[src/include/gppw_pkg.sv]
// Constants, types and reset values for the general-purpose pad control block.
// Assumes one system clock and one active-low reset; ports are held in 8-bit lanes.
//
// Functional notes
// - Every pin of each port is separately set as input or output by software.
// - Each pin separately selects pull-up or pull-down and enables or disables it.
// - Analog, C, P, T and U ports leave reset with all pulls disabled.
// - Ports A, B, D, E, F, G, H leave reset with pull-downs enabled.
// - Port J leaves reset with its four pull-downs disabled.
// - Port S leaves reset with all eight pull-ups enabled.
// - Analog, S and T pins can each be enabled as wake-up interrupt inputs.
// - Each port S pin can drive open-drain instead of push-pull.
// - Each port U pin has a separately enabled slew-rate control.
package gppw_pkg;

    // ------------------------------------------------------------
    // Port numbering
    // ------------------------------------------------------------
    localparam int GPPW_NPORT = 14;
    localparam int GPPW_W = 8;
    localparam int GPPW_P_ANALOG = 0;
    localparam int GPPW_P_A = 1;
    localparam int GPPW_P_B = 2;
    localparam int GPPW_P_C = 3;
    localparam int GPPW_P_D = 4;
    localparam int GPPW_P_E = 5;
    localparam int GPPW_P_F = 6;
    localparam int GPPW_P_J = 7;
    localparam int GPPW_P_G = 8;
    localparam int GPPW_P_H = 9;
    localparam int GPPW_P_P = 10;
    localparam int GPPW_P_S = 11;
    localparam int GPPW_P_T = 12;
    localparam int GPPW_P_U = 13;

    // ------------------------------------------------------------
    // Pins that exist in each lane (four-pin ports use bits 3:0)
    // ------------------------------------------------------------
    localparam logic [13:0][7:0] GPPW_PIN_MASK = {
        8'hff, 8'hff, 8'hff, 8'hff, 8'hff, 8'hff, 8'h0f,
        8'hff, 8'h0f, 8'hff, 8'hff, 8'h0f, 8'hff, 8'hff
    };

    // ------------------------------------------------------------
    // Pull reset values, index 13 (U) down to 0 (analog)
    // ------------------------------------------------------------
    localparam logic [13:0][7:0] GPPW_PEN_RST = {
        8'h00, 8'h00, 8'hff, 8'h00, 8'hff, 8'hff, 8'h00,
        8'hff, 8'h0f, 8'hff, 8'h00, 8'h0f, 8'hff, 8'h00
    };
    localparam logic [13:0][7:0] GPPW_PUP_RST = {
        8'h00, 8'h00, 8'hff, 8'h00, 8'h00, 8'h00, 8'h00,
        8'h00, 8'h00, 8'h00, 8'h00, 8'h00, 8'h00, 8'h00
    };

    // Feature presence per port
    localparam logic [13:0] GPPW_HAS_WAKE = 14'h1801;
    localparam logic [13:0] GPPW_HAS_OD = 14'h0800;
    localparam logic [13:0] GPPW_HAS_SLEW = 14'h2000;

    // Generic reset value for all other per-pin fields
    localparam logic [7:0] GPPW_ZERO_RST = 8'h00;

    // ------------------------------------------------------------
    // Configuration field selector
    // ------------------------------------------------------------
    typedef enum logic [2:0] {
        GPPW_F_DATA = 3'h0,
        GPPW_F_DIR = 3'h1,
        GPPW_F_PEN = 3'h2,
        GPPW_F_PUP = 3'h3,
        GPPW_F_WEN = 3'h4,
        GPPW_F_WPOL = 3'h5,
        GPPW_F_OD = 3'h6,
        GPPW_F_SLEW = 3'h7
    } gppw_field_t;

    // Per-port register set
    typedef struct packed {
        logic [7:0] out;
        logic [7:0] dir;
        logic [7:0] pen;
        logic [7:0] pup;
        logic [7:0] wen;
        logic [7:0] wpol;
        logic [7:0] od;
        logic [7:0] slew;
        logic [7:0] prev;
        logic [7:0] flag;
    } gppw_port_t;

endpackage

[src/include/gppw_sync_if.sv]
// Carrier between the pad control top and its two-stage synchroniser.
// Assumes both ends run on the same system clock.
`timescale 1ns/1ps
interface gppw_sync_if #(parameter int W = 1);
    logic [W-1:0] raw;
    logic [W-1:0] synced;

    modport sync_end (
        input raw,
        output synced
    );
    modport user_end (
        output raw,
        input synced
    );
endinterface

[src/design/gppw_sync.sv]
// Two flip-flop synchroniser for any width, reset to zero.
// Assumes raw may change at any time relative to clk.
`timescale 1ns/1ps
module gppw_sync
    import gppw_pkg::*;
#(
    parameter int W = 1
) (
    input wire logic clk,
    input wire logic rst_n,
    gppw_sync_if.sync_end s
);

    typedef struct packed {
        logic [W-1:0] meta;
        logic [W-1:0] stable;
    } gppw_sync_st_t;

    gppw_sync_st_t st_q;
    gppw_sync_st_t st_d;

    // First stage feeds only the second stage
    always_comb begin
        st_d.meta = s.raw;
        st_d.stable = st_q.meta;
    end

    // State register
    always_ff @(posedge clk or negedge rst_n) begin
        if (!rst_n) begin
            st_q <= '0;
        end else begin
            st_q <= st_d;
        end
    end

    assign s.synced = st_q.stable;
endmodule

[src/design/gppw_pad_ctrl.sv]
// Per-pin direction, pull, open-drain, slew and wake-up logic for all ports.
// Assumes pad cells act on the enables below and pad inputs are asynchronous.
// Limitation: a pad pulse shorter than one clock may never reach the wake logic.
// A field written to a port that lacks it lands as zero, so it never switches on.
// Wake flags are cleared per pin through wake_clr; the request lines follow them.
`timescale 1ns/1ps
module gppw_pad_ctrl
    import gppw_pkg::*;
(
    input wire logic clk,
    input wire logic arst_n,
    input wire logic [13:0] cfg_wr,
    input wire gppw_field_t cfg_sel,
    input wire logic [7:0] cfg_wdata,
    input wire logic [13:0][7:0] wake_clr,
    input wire logic [13:0][7:0] pad_in,
    output logic [13:0][7:0] pad_out,
    output logic [13:0][7:0] pad_oe_n,
    output logic [13:0][7:0] pad_pu_en,
    output logic [13:0][7:0] pad_pd_en,
    output logic [13:0][7:0] pad_slew_en,
    output logic [13:0][7:0] pin_level,
    output logic [13:0][7:0] wake_flag,
    output logic wake_irq_analog,
    output logic wake_irq_s,
    output logic wake_irq_t
);

    // ------------------------------------------------------------
    // Reset release
    // ------------------------------------------------------------

    // Reset asserts at once but releases two edges later, away from the edge
    gppw_sync_if #(.W(1)) rst_if ();
    logic rst_n;
    assign rst_if.raw = 1'b1;
    assign rst_n = rst_if.synced;

    gppw_sync #(.W(1)) u_rst_sync (
        .clk(clk),
        .rst_n(arst_n),
        .s(rst_if)
    );

    // ------------------------------------------------------------
    // Pad input synchroniser
    // ------------------------------------------------------------

    // Board signals are asynchronous; only the second stage is read below
    // The pin stages share the internal reset so no stale level outlives a reset
    gppw_sync_if #(.W(GPPW_NPORT * GPPW_W)) pin_if ();
    logic [13:0][7:0] lvl;
    assign pin_if.raw = pad_in;
    assign lvl = pin_if.synced;

    gppw_sync #(.W(GPPW_NPORT * GPPW_W)) u_pin_sync (
        .clk(clk),
        .rst_n(rst_n),
        .s(pin_if)
    );

    // ------------------------------------------------------------
    // State
    // ------------------------------------------------------------

    // Whole state is one packed struct of per-port register sets
    typedef struct packed {
        gppw_port_t [13:0] p;
    } gppw_state_t;

    gppw_state_t st_q;
    gppw_state_t st_d;

    // Reset image built from the per-port constants
    function automatic gppw_state_t gppw_reset_state();
        gppw_state_t r;
        r = '0;
        for (int i = 0; i < GPPW_NPORT; i++) begin
            r.p[i].out = GPPW_ZERO_RST;
            r.p[i].dir = GPPW_ZERO_RST;
            r.p[i].pen = GPPW_PEN_RST[i];
            r.p[i].pup = GPPW_PUP_RST[i];
            r.p[i].wen = GPPW_ZERO_RST;
            r.p[i].wpol = GPPW_ZERO_RST;
            r.p[i].od = GPPW_ZERO_RST;
            r.p[i].slew = GPPW_ZERO_RST;
            r.p[i].prev = GPPW_ZERO_RST;
            r.p[i].flag = GPPW_ZERO_RST;
        end
        return r;
    endfunction

    // Constant reset image; the reset branch below assigns nothing but this
    localparam gppw_state_t GPPW_RST_STATE = gppw_reset_state();

    // ------------------------------------------------------------
    // Field capability
    // ------------------------------------------------------------

    // Per-port write masks: absent pins and absent features are refused as zero
    logic [13:0][7:0] wake_cap;
    logic [13:0][7:0] od_cap;
    logic [13:0][7:0] slew_cap;

    // Capability follows the per-port feature constants and the pin mask
    always_comb begin
        for (int i = 0; i < GPPW_NPORT; i++) begin
            wake_cap[i] = GPPW_HAS_WAKE[i] ? GPPW_PIN_MASK[i] : 8'h00;
            od_cap[i] = GPPW_HAS_OD[i] ? GPPW_PIN_MASK[i] : 8'h00;
            slew_cap[i] = GPPW_HAS_SLEW[i] ? GPPW_PIN_MASK[i] : 8'h00;
        end
    end

    // ------------------------------------------------------------
    // Next-state logic
    // ------------------------------------------------------------

    // Config writes, edge capture and sticky wake flags for every port
    always_comb begin
        logic [7:0] m;
        logic [7:0] w;
        logic [7:0] rise;
        logic [7:0] fall;
        logic [7:0] hit;
        m = '0;
        w = '0;
        rise = '0;
        fall = '0;
        hit = '0;
        st_d = st_q;
        for (int i = 0; i < GPPW_NPORT; i++) begin
            m = GPPW_PIN_MASK[i];
            w = cfg_wdata & m;
            // Field writes; several ports may take the same field in one cycle
            if (cfg_wr[i]) begin
                case (cfg_sel)
                    GPPW_F_DATA: begin
                        st_d.p[i].out = w;
                    end
                    GPPW_F_DIR: begin
                        st_d.p[i].dir = w;
                    end
                    GPPW_F_PEN: begin
                        st_d.p[i].pen = w;
                    end
                    GPPW_F_PUP: begin
                        st_d.p[i].pup = w;
                    end
                    GPPW_F_WEN: begin
                        // Wake enables stick at zero on ports without wake-up
                        st_d.p[i].wen = cfg_wdata & wake_cap[i];
                    end
                    GPPW_F_WPOL: begin
                        st_d.p[i].wpol = cfg_wdata & wake_cap[i];
                    end
                    GPPW_F_OD: begin
                        st_d.p[i].od = cfg_wdata & od_cap[i];
                    end
                    GPPW_F_SLEW: begin
                        st_d.p[i].slew = cfg_wdata & slew_cap[i];
                    end
                    default: begin
                        st_d.p[i] = st_q.p[i];
                    end
                endcase
            end
            // Edge detection runs on the synchronised level
            st_d.p[i].prev = lvl[i] & m;
            rise = lvl[i] & ~st_q.p[i].prev & m;
            fall = ~lvl[i] & st_q.p[i].prev & m;
            // Polarity 0 wakes on a falling edge, 1 on a rising edge
            hit = ((rise & st_q.p[i].wpol) | (fall & ~st_q.p[i].wpol)) & st_q.p[i].wen;
            // A new edge in the clearing cycle is kept: set beats clear
            st_d.p[i].flag = ((st_q.p[i].flag & ~wake_clr[i]) | hit) & m;
        end
    end

    // State register
    always_ff @(posedge clk or negedge rst_n) begin
        if (!rst_n) begin
            st_q <= GPPW_RST_STATE;
        end else begin
            st_q <= st_d;
        end
    end

    // ------------------------------------------------------------
    // Pad controls
    // ------------------------------------------------------------

    // Any flag of a port raises its request
    logic [13:0] port_wake;

    // Open-drain pins only pull low; a high is left to the pull-up or the board
    always_comb begin
        logic [7:0] drive;
        logic [7:0] od_rel;
        drive = '0;
        od_rel = '0;
        for (int i = 0; i < GPPW_NPORT; i++) begin
            // An open-drain pin holding a high lets go of the pad
            od_rel = st_q.p[i].od & st_q.p[i].out;
            drive = st_q.p[i].dir & ~od_rel;
            pad_out[i] = st_q.p[i].out & ~st_q.p[i].od;
            pad_oe_n[i] = ~drive;
            // Pull stays off while the pin is actively driven
            pad_pu_en[i] = st_q.p[i].pen & st_q.p[i].pup & ~drive;
            pad_pd_en[i] = st_q.p[i].pen & ~st_q.p[i].pup & ~drive;
            // Slew control can only be set on the slew-capable port
            pad_slew_en[i] = st_q.p[i].slew;
            // Read-back of the synchronised level and the sticky flags
            pin_level[i] = st_q.p[i].prev;
            wake_flag[i] = st_q.p[i].flag;
            port_wake[i] = |st_q.p[i].flag;
        end
    end

    // ------------------------------------------------------------
    // Wake request lines
    // ------------------------------------------------------------

    // One level line per wake-capable port; it stays up until every flag is cleared
    assign wake_irq_analog = port_wake[GPPW_P_ANALOG];
    assign wake_irq_s = port_wake[GPPW_P_S];
    assign wake_irq_t = port_wake[GPPW_P_T];

endmodule

[config.mk]
export PLATFORM = sky130hd
export DESIGN_NAME = gppw_pad_ctrl
export DESIGN_NICKNAME = d
export VERILOG_FILES = /design/src/include/gppw_pkg.sv /design/src/include/gppw_sync_if.sv /design/src/design/gppw_sync.sv /design/src/design/gppw_pad_ctrl.sv
export SDC_FILE = /design/constraint.sdc
export NUM_CORES = 1
export LEC_CHECK = 0
export BUFFER_PORTS_ARGS = -buffer_cell sky130_fd_sc_hd__buf_2
export CAP_MARGIN = 0
export CELL_PAD_IN_SITES_DETAIL_PLACEMENT = 1
export CELL_PAD_IN_SITES_GLOBAL_PLACEMENT = 1
export CORE_AREA = 2 2 408 410
export CTS_CLUSTER_DIAMETER = 200
export DETAILED_ROUTE_END_ITERATION = 8
export DIE_AREA = 0 0 410 412
export PLACE_DENSITY = 0.59
export SLEW_MARGIN = 20
export SYNTH_ARGS = -nofsm -noshare
export SYNTH_HDL_FRONTEND = slang
export SYNTH_SLANG_ARGS = --single-unit
[constraint.sdc]
create_clock -name clk -period 35.1 [get_ports clk]
set_clock_uncertainty 0.05 [all_clocks]
set_input_delay 7.02 -clock clk [delete_from_list [all_inputs] [get_ports clk]]
set_output_delay 7.02 -clock clk [all_outputs]
set_load 0.01 [all_outputs]
Word-level counts from Yosys, hierarchy flattened. Index checks and enable logic that the tools add are counted.

Register bits: 890. Latch bits: 0. RAM bits: 0. Bits in read-only memories: 0. Input port bits: 251. Output and inout port bits: 787. Word-level logic and storage cells: 318. Memories: 0.

$add $sub $neg: 0. Multiply operators: 0. Div/mod/pow operators: 0. Magnitude comparators: 0. Eq/ne operators: 7. Shift operators: 0. Mux-type cells: 0. Bitwise gates (word level): 147. Reductions and logical operators: 68.

Operators by type and width (number): 8-bit AND (76); 8-bit NOT (44); 2-bit AND reduction (64); 4-bit by 8-bit AND with 8-bit output (6); 4-bit NOT with 8-bit output (6); 8-bit bitwise OR (6); 4-bit AND (6); 8-bit OR reduction (3); 3-bit == test (second input constant) (4); 4-bit NOT (3); 3-bit by 2-bit == test with 1-bit output (second input constant) (2); 3-bit by 1-bit == test with 1-bit output (second input constant) (1); 3-bit logical NOT (1).

Longest topological paths before layout. Gate-level depths: netlist (run 1).

Depth after elaboration: 6. Mapped depth: 5. Gate-level depth less buffers: 2.

By module. Synthesis (run 1) repeated with hierarchy kept, for this count alone.

Cells, all modules: 2480. Area total of the unflattened synthesis: 35621.7 µm².

Modules (own cells, without submodules): gppw_pad_ctrl (times used 1, cells an instance 2254, area an instance 29966.2 µm², seq. area each 16696.0 µm²); gppw_sync (u_pin_sync) (times used 1, cells an instance 224, area an instance 5605.4 µm², seq. area each 5605.4 µm²); gppw_sync (u_rst_sync) (times used 1, cells an instance 2, area an instance 50.0 µm², seq. area each 50.0 µm²).

Worst setup path before layout (run 1). No wires, ideal clock.

Kind: input -> register. From: input port cfg_sel[0]. To: register st_q[1032] (netlist name). Library setup time: 0.125 ns. Data arrival time: 8.165 ns. Required time: 34.925 ns. Setup slack: 26.760 ns. Cell stages on the path: 4. Buffers on the path: 2. Path through: buf_4 -> buf_6 -> nor4b_4 -> mux2_2.

Word-level cells in the longest chain between the ends: 2.

RTL lines: start: declaration (RTL line gppw_pad_ctrl.sv:13) `input wire gppw_field_t cfg_sel,`; 3-bit logical NOT (RTL line gppw_pad_ctrl.sv:136) `case (cfg_sel)`; 2-bit AND reduction (no source line); end signal: assignment (RTL line gppw_pad_ctrl.sv:183) `st_q <= st_d;`; end: declaration (RTL line gppw_pad_ctrl.sv:71) `gppw_state_t st_q;`.

Every way passes these cells. A chain may end at the register's enable or synchronous reset.

==> results.cfg, run 1 <==
[logic_synthesis]
ys.flop_type = dfrtp_1
netlist_area_sq_um = 35000
syn_area_per_cell_sq_um = 14.3
ys_ff_latch = 866
seq_area_frac_synth_pct = 62.1
synth-edff-count = 0
syn_inst = 2456
synthArstFlopShare_pct = 100
synth_cell_types = 28
yosys_warnings = 0

[place]
place_ws_ns = 24.87
dpl_cell_area_sq_um = 39000
hpwl_um = 78700
routabilityCongestion = 0.781
port_buffers = 837
dpl.cell_count = 5120

[cells_and_area]
final_cell_mix = buf_2, dfrtp_1, mux2_2
nFillCells = 18300
stdcell_count = 5309
nNetsFinal = 3280
multiInputGateArea_sq_um = 9710
layout-drive-gt1-share_pct = 51.9
area_growth_pct = 20.6
layout_commonest_cell = buf_2
postLayoutCellArea_sq_um = 42300
regArea_sq_um = 21800

[power_and_ir_drop]
p_leak_nw = 20.3
power.density_nw_per_um2 = 64.1
power.share.switching_pct = 28.4
pwr-share-seq_pct = 46.1
vdd_drop_max_v = 0.0000372
switching_power_mw = 0.769
p_clk_share_pct = 37.2
p_comb_share_pct = 16.8
intPower_mw = 1.94

[routing]
drc = 0
wl_per_cell_um = 20.3
vias = 20300
drtIter0Drc = 864
dr.pass1.iters = 4
ant_nets = 0
viasPerCell = 3.82
routed_wl_um = 108000

[grt]
grt_max_degree = 161
grt.overflow.total = 0
grtUsageTotal_pct = 12.5
grt_pass1_vias = 21400
grt_first_pass_wirelength_um = 153000
grt_antenna_before_repair = 17

[clock_network]
cts-buffers-inserted = 95
ctsResizeCount = 0
cts_root_buf = clkbuf_16
cts.htree.levels = 3
cts_sinks = 866
tritoncts = yes
clock_latency_ns = 0.70
clkTransAtPathRegs_ns = 0.06
cts_setup_buffers = 0
ctsHoldBuffers = 0
cts_max_path_buffers = 3

[worst_setup_path]
crit_type = reg -> out
critPathMaxStageDelay_ns = 0.72
critPathTopFamily = simple AND/OR/NAND/NOR gates
cp_num_buf_inv = 1
cp-end-kind = output pin
worst_path_max_delay_cell = nor3b_1
start_kind = flop
critPathArrivalTime_ns = 2.20
critPathMaxFanout = 3
path_cells = nor3b_1, buf_2
crit_required_ns = 28.03

[floorplanning]
coreArea_sq_um = 164000
row_count = 149
ios = 1038
dieArea_sq_um = 169000
die_width_um = 410
die_y_um = 412
start_util_pct = 21.3

[sta]
period_share_pct = 26.4
setup_ws_ns = 25.83
tightest_slew_ns = 1.04
slew_viol_final = 0
timing.fmax_mhz = 108
setup_tns_ns = 0
maxSlewHeadroom_pct = 30.8
hold_viol = 0
holdWs_ns = 0.287
fin_crit_ns = 9.27
rsz0062_at_grt = false
setup_viol = 0

[outcome]
status = completed

[worst_hold_path]
min_path_type = reg -> reg

[flow_run]
cap_viol_max_count = 0
[power by group through the flow]
stage	Clock, mW	Sequential (mW)	Combinational [mW]
6_report	1.01	1.25	0.455
4_1_cts	1.05	1.25	0.468
3_3_place_gp	0	1.26	0.459
5_1_grt	1.08	1.27	0.494
2_1_floorplan	0	1.25	0.316
3_5_place_dp	0	1.26	0.466
[area by class of cell]
cell class | count | area share, %
Antenna cell | 13 | 0.0770
Clock buffer | 131 | 6.35
Clock inverter | 44 | 1.13
Inverter | 92 | 0.817
Multi-Input combinational cell | 1102 | 23.0
Sequential cell | 866 | 51.5
Tap cell | 2189 | 6.48
Timing Repair Buffer | 872 | 10.7
[per-layer routing]
layer  vias to the layer above  track usage, %  wire (um)
met5                         -               0         66
met4                        12            3.84       2880
met3                       159            3.94       8090
met2                       692            22.2      55600
met1                     10600            14.1      41300
li1                       8814               -          -
[cell families (layout without fill, tap and decap cells)]
group                  Yosys count  after routing  synth area share [%]
DFF                            866            866                  62.1
buffers and inverters          663           1139                  12.5
muxes                          464            464                  14.9
and+or+nand+nor                453            453                  10.2
AOI/OAI and AO/OA                8              8                 0.229
other                            2            190                0.0214
[registers in the layout (all words and copies together), names as in the netlist]
name and flops:
u_pin_sync.s.synced 100, wake_flag 100, u_rst_sync.st_d 1, u_pin_sync.st_d 100, u_rst_sync.s.synced 1, pin_level 100, st_q 456, pad_slew_en 8
[worst paths after layout]
path	slack, ns	endpoint	depth (start not counted)	from
min in group asynchronous	0.34	st_q[549]	0	u_rst_sync.s.synced
worst min register to register	0.29	pin_level[25]	0	u_pin_sync.s.synced[25]
worst max-delay path	25.83	pad_pd_en[75]	2	st_q[779]
worst max register to register	29.43	st_q[78]	6	u_rst_sync.s.synced
max in group asynchronous	28.84	u_rst_sync.s.synced	1	arst_n
worst min-delay path	0.29	pin_level[25]	0	u_pin_sync.s.synced[25]
[cells in the mapped netlist (all sizes together), types with 12 or more instances]
cell type  number  share of area, %
dfrtp         802                57
buf           519                11
mux2          464                15
and3          100               1.8
inv            92              0.99
nor3b          92               2.0
nor2b          84               1.5
dfstp          64               4.8
clkbuf         52              0.56
nand4b         42               1.2
nand2b         24              0.43
nand3          24              0.34
nand4bb        24              0.77
nor4bb         19              0.54
nor4b          14              0.88
and4bb         12              0.43
[worst reg2reg max path, delay by kind of cell (launching register included)]
kind,cells,cell delay [ns]
flip-flops,1,0.89
buffers and inverters,6,4.69
[metrics by stage]
stage,util [%],power (mW)
floorplan,-,1.56
global placement,23.8,1.72
detailed placement,23.8,1.73
CTS,25.7,2.76
global route,25.7,2.85
finish,25.7,2.71
Power figures use the tool's default switching activity.
==> run 2: changes to the inputs <==
CORE_AREA = 2 2 405 407   (was 2 2 408 410)
DIE_AREA = 0 0 407 409   (was 0 0 410 412)
PLACE_DENSITY = 0.61   (was 0.59)
clock period = 7.9 ns   (was 35.1 ns; I/O delays follow)
==> run 2 against run 1 <==
  * Combinational power grew to 4.5 times the previous value
  * Largest power group unchanged
  * Via count rose by 0.18%
  * Die area down 1.5%
  * Critical path type is now in -> reg
  * Critical path depth grew 2
  * Routed wire length is 1.1% higher
  * Global-route usage grew 0.31 points
  * Clock power grew to 4.7 times the previous value
  * Total power grew to 4.6 times the previous value
  * Register-to-register slack lost 24 ns
==> results.cfg, run 2 (synthesized netlist as in run 1, its figures left out) <==
[floorplanning]
ios = 1038
coreArea_sq_um = 162000
row_count = 148
start_util_pct = 21.6
die_width_um = 407
dieArea_sq_um = 166000
die_y_um = 409

[worst_setup_path]
start_kind = input port
critPathMaxStageDelay_ns = 1.01
crit_top_cell = buf_4
crit_type = in -> reg
crit_required_ns = 8.45
cp-end-kind = flop
path_cells = buf_4, buf_4, nor4bb_2, mux2_2
critPathTopFamily = buffers and inverters
worst_path_max_delay_cell = nor4bb_2
critPathArrivalTime_ns = 4.27
cp_num_buf_inv = 2
critPathMaxFanout = 37

[grt]
grt.overflow.total = 0
grtUsageTotal_pct = 12.8
grt_max_degree = 184
grt_pass1_vias = 21500
grt_first_pass_wirelength_um = 154000
grt_antenna_before_repair = 18

[worst_hold_path]
min_path_type = reg -> reg

[clock_network]
cts.htree.levels = 3
clkTransAtPathRegs_ns = 0.06
cts-buffers-inserted = 96
cts_sinks = 866
cts_max_path_buffers = 3
clock_latency_ns = 0.71
ctsResizeCount = 0
tritoncts = yes
cts_root_buf = clkbuf_16
ctsHoldBuffers = 0
cts_setup_buffers = 0

[routing]
vias = 20300
viasPerCell = 3.84
dr.pass1.iters = 5
routed_wl_um = 109000
drtIter0Drc = 968
drc = 0
ant_nets = 0
wl_per_cell_um = 20.6

[place]
port_buffers = 837
dpl_cell_area_sq_um = 39100
hpwl_um = 78200
place_ws_ns = 3.24
routabilityCongestion = 0.782
dpl.cell_count = 5104

[cells_and_area]
regMostFlops = st_q
final_cell_mix = buf_2, dfrtp_1, mux2_2
largest_register_ffs = 456
area_growth_pct = 21.6
postLayoutCellArea_sq_um = 42600
layout-drive-gt1-share_pct = 52.1
stdcell_count = 5296
final_util_pct = 26.3
nNetsFinal = 3281
nFillCells = 18000
layout_commonest_cell = buf_2

[sta]
hold_viol = 0
period_share_pct = 47.2
fin_crit_ns = 3.73
maxSlewHeadroom_pct = 24.4
setup_viol = 0
setup_tns_ns = 0
rsz0062_at_grt = false
tightest_slew_ns = 1.12
timing.fmax_mhz = 268
setup_ws_ns = 4.17
slew_viol_final = 0

[outcome]
status = completed

[power_and_ir_drop]
power.density_nw_per_um2 = 290
p_leak_nw = 20.4
vdd_drop_max_v = 0.000161

[flow_run]
cap_viol_max_count = 0
[run 2: cell types whose count changed in the layout (fill, tap and decap cells not counted), moves of 3 or more]
cell and change:
nor4bb_1 -3, clkinv_2 -5, buf_12 +3, clkbuf_8 +7, clkinv_16 +3, diode_2 -5
buf_4 -8, bufinv_16 +5
[run 2: stage by stage]
step / hold slack (ns) / total power, mW
after global placement: 0.281 / 7.63
after global routing: 0.299 / 13.0
final: 0.293 / 12.3
after CTS: 0.292 / 12.6
after floorplan: 0.281 / 6.93
after detailed placement: 0.286 / 7.70
[run 2: per-layer routing]
metal | track usage [%] | up-vias | routed length [um] | part of all wire, %
met5 | 0 | - | 56 | 0.051
met3 | 3.74 | 156 | 8280 | 7.6
met4 | 3.86 | 8 | 2890 | 2.6
met2 | 22.6 | 704 | 55700 | 51
met1 | 14.8 | 10600 | 42200 | 39
li1 | - | 8814 | - | -
[run 2: where the power goes]
group	internal, mW	total [mW]	switching (mW)
logic	0.935	2.03	1.10
clock network	2.82	4.76	1.94
registers	5.12	5.56	0.436
[run 2: cell type report]
cell class | instances | area [sq um] | share of cell area [%]
multi-input cells | 1102 | 9740 | 22.9
repair buffers | 872 | 4580 | 10.8
well taps | 2175 | 2720 | 6.39
inverters | 92 | 345 | 0.811
diodes | 8 | 20.0 | 0.0470
clock inverters | 42 | 624 | 1.47
clock buffers | 139 | 2810 | 6.59
flip-flops and latches | 866 | 21800 | 51.1
[run 2: worst paths after layout]
| check | from | endpoint | slack (ns) | cells past startpoint |
|---|---|---|---|---|
| min in group asynchronous | u_rst_sync.s.synced | st_q[549] | 0.33 | 0 |
| worst max register to register | u_rst_sync.s.synced | st_q[956] | 5.36 | 3 |
| worst max-delay path | cfg_sel[0] | st_q[390] | 4.17 | 4 |
| max in group asynchronous | u_rst_sync.s.synced | st_q[956] | 5.36 | 3 |
| worst min register to register | u_pin_sync.st_d[54] | u_pin_sync.s.synced[54] | 0.29 | 0 |
| worst min-delay path | u_pin_sync.st_d[54] | u_pin_sync.s.synced[54] | 0.29 | 0 |
==> run 3: changes to the inputs <==
ABC_AREA = 1   (was unset)
CORE_AREA = 2 2 401 403   (was 2 2 405 407)
DIE_AREA = 0 0 403 405   (was 0 0 407 409)
PLACE_DENSITY = 0.66   (was 0.61)
clock period = 3.1 ns   (was 7.9 ns; I/O delays follow)
==> run 3 against run 2 <==
  * Highest routed layer unchanged
  * Critical path type is now reg -> out
  * Global-route usage rose by 4.0 points
  * Count of clock-buffer cells in the layout grew 1
  * Cell count is 29% higher
  * Critical endpoint is now pad_pu_en[88]
  * Largest power group unchanged
==> results.cfg, run 3 <==
[clock_network]
cts.htree.levels = 3
tritoncts = yes
cts_root_buf = clkbuf_16
cts_max_path_buffers = 3
clkTransAtPathRegs_ns = 0.06
ctsResizeCount = 0
cts_setup_buffers = 0
cts_sinks = 866
clock_latency_ns = 0.66
cts-buffers-inserted = 96

[worst_setup_path]
cp-end-kind = output pin
worst_path_max_delay_cell = a21boi_0
rr_endpoint = st_q[141]
reg2regPathDepth = 2
r2r_start = u_rst_sync.s.synced
critPathArrivalTime_ns = 2.16
reg2reg_slack_ns = 1.52
crit_type = reg -> out
critPathMaxStageDelay_ns = 0.67
start_kind = flop
path_cells = a21boi_0, nor2_1, buf_2
critPathMaxFanout = 3
cp_num_buf_inv = 1
critPathTopFamily = compound AO/OA/AOI/OAI gates
crit_required_ns = 2.43

[floorplanning]
start_util_pct = 22.9
coreArea_sq_um = 159000
ios = 1038
die_width_um = 403
dieArea_sq_um = 163000
row_count = 147
die_y_um = 405

[place]
port_buffers = 837
routabilityCongestion = 0.855
hpwl_um = 98500
place_ws_ns = 0.577

[worst_hold_path]
min_path_type = in -> reg
hold-path-cell-count = 4
min_from = wake_clr[98]
hold_end = wake_flag[98]

[cells_and_area]
area_growth_pct = 25.5
nFillCells = 18700
layout-drive-gt1-share_pct = 25.4
regMostFlops = st_q
layout_commonest_cell = nand2_1
nNetsFinal = 4916
largest_register_ffs = 456
final_cell_mix = nand2_1, buf_2, dfrtp_1

[logic_synthesis]
yosys-top-cells-count = nand2_1, dfrtp_1, buf_4
ys_ff_latch = 866
synth_compound_area_share_pct = 0.603
netlist.area_leader.share_pct = 54.9
synthArstFlopShare_pct = 100
netlist_area_sq_um = 36500
yosys-top-cells-area = dfrtp_1, nand2_1, buf_4
synth-edff-count = 0
seq_area_frac_synth_pct = 59.5
synthMuxAreaShare_pct = 0
synth_simple_gate_area_share_pct = 24.5
synth_top_family_by_area = simple AND/OR/NAND/NOR gates
synth_cell_types = 22
synthAdderAreaFrac_pct = 0
yosysMostFrequentCell = nand2_1
syn_area_per_cell_sq_um = 9.24
ys.flop_type = dfrtp_1
yosysTopAreaCell = dfrtp_1
syn_inst = 3955
synth_xor_area_share_pct = 0
yosys_warnings = 0

[grt]
grt_antenna_before_repair = 7
grt.overflow.total = 0
grt_max_degree = 119
grt_pass1_vias = 31100
grtUsageTotal_pct = 16.8
grt_first_pass_wirelength_um = 205000

[sta]
hold_viol = 0
maxSlewHeadroom_pct = 44.0
holdWs_ns = 0.0969
tightest_slew_ns = 0.832
timing.fmax_mhz = 353
period_share_pct = 91.4
setup_viol = 0
fin_crit_ns = 2.83
rsz0062_at_grt = false
setup_ws_ns = 0.268
slew_viol_final = 0

[power_and_ir_drop]
p_comb_share_pct = 16.5
pwr-share-seq_pct = 44.4
vdd_drop_max_v = 0.000464
power.density_nw_per_um2 = 686
switching_power_mw = 9.59
finalPower_mw = 31.5
power.share.switching_pct = 30.5
p_leak_nw = 24.1
p_clk_share_pct = 39.1
intPower_mw = 21.9

[routing]
drtIter0Drc = 1579
viasPerCell = 4.24
drc = 0
vias = 29000
routed_wl_um = 140000
wl_per_cell_um = 20.5
ant_nets = 0
dr.pass1.iters = 5

[flow_run]
cap_viol_max_count = 0

[outcome]
status = completed
==> run 3: cell types whose count changed after synthesis, moves of 33 or more <==
cell | previous run | this run
clkbuf_1 | 52 | 108
nand3_1 | 24 | 140
nor3b_1 | 92 | 0
nand4_1 | 0 | 362
nand2_1 | 3 | 1244
nor2b_1 | 84 | 0
buf_2 | 25 | 60
inv_1 | 92 | 297
nor2_1 | 0 | 277
nand4b_1 | 33 | 0
mux2_2 | 464 | 0
and3_1 | 100 | 0
==> run 3: worst register-to-register path: cells and delay by family, from the launching register on <==
kind	cells	cell delay, ns
flip-flops	1	0.77
buffers and inverters	2	0.83
==> run 3: cell type report <==
cell class	count	area, sq um	share of cell area (%)
diodes	4	10.0	0.0218
clock buffers	140	2860	6.23
clock inverters	41	588	1.28
inverters	300	1130	2.47
multi-input cells	2283	9840	21.5
flip-flops and latches	866	21800	47.4
well taps	2086	2610	5.69
repair buffers	1118	7070	15.4
==> run 3: worst max path at each step <==
stage,start,endpoint,slack [ns],cells after the start
after global placement,cfg_sel[0],st_q[54],0.62,7
final,st_q[904],pad_pu_en[88],0.27,3
after detailed placement,cfg_sel[0],st_q[49],0.58,7
after floorplan,u_rst_sync.s.synced,pad_slew_en[104],-5.25,0
after global routing,st_q[905],pad_pd_en[89],0.15,3
after CTS,st_q[904],pad_pu_en[88],0.19,3
==> run 3: power by group through the flow <==
stage / clock network, mW / registers (mW) / logic [mW]
5_1_grt: 13.1 / 14.2 / 5.84
6_report: 12.3 / 14.0 / 5.20
2_1_floorplan: 0 / 13.9 / 3.28
4_1_cts: 12.6 / 14.0 / 5.30
3_3_place_gp: 0 / 14.1 / 4.96
3_5_place_dp: 0 / 14.1 / 5.09
==> run 3: repair_timing <==
item,CTS,global route
endpoints found under the hold margin,177,0
setup endpoints to repair,0,0
hold buffers,176,0
==> run 3: logic make-up (layout without fill, tap and decap cells) <==
group / count (synthesis) / in the layout
AO/OA/AOI/OAI: 40 / 40
other: 2 / 181
flip-flops: 866 / 866
buffers and inverters: 981 / 1599
AND/OR/NAND/NOR: 2066 / 2066
==> run 3: per-stage QoR <==
step           TNS (ns)  std cells  util (%)  area, sq um
2_1_floorplan  -4387.85       4130         -        37200
3_3_place_gp          0       6477      25.5        40600
3_5_place_dp          0       6477      25.5        40600
4_1_cts               0       6834      28.8        45900
5_1_grt               0       6834      28.8        45900
6_report              0       6838      28.8        45900
==> run 3: metal layers <==
metal | up-vias | share of wire, % | track usage (%)
met5 | - | 0.0079 | 0
met4 | 2 | 4.0 | 6.65
met3 | 216 | 7.1 | 4.61
met2 | 981 | 48 | 28.5
met1 | 14600 | 40 | 20.1
li1 | 13200 | - | -
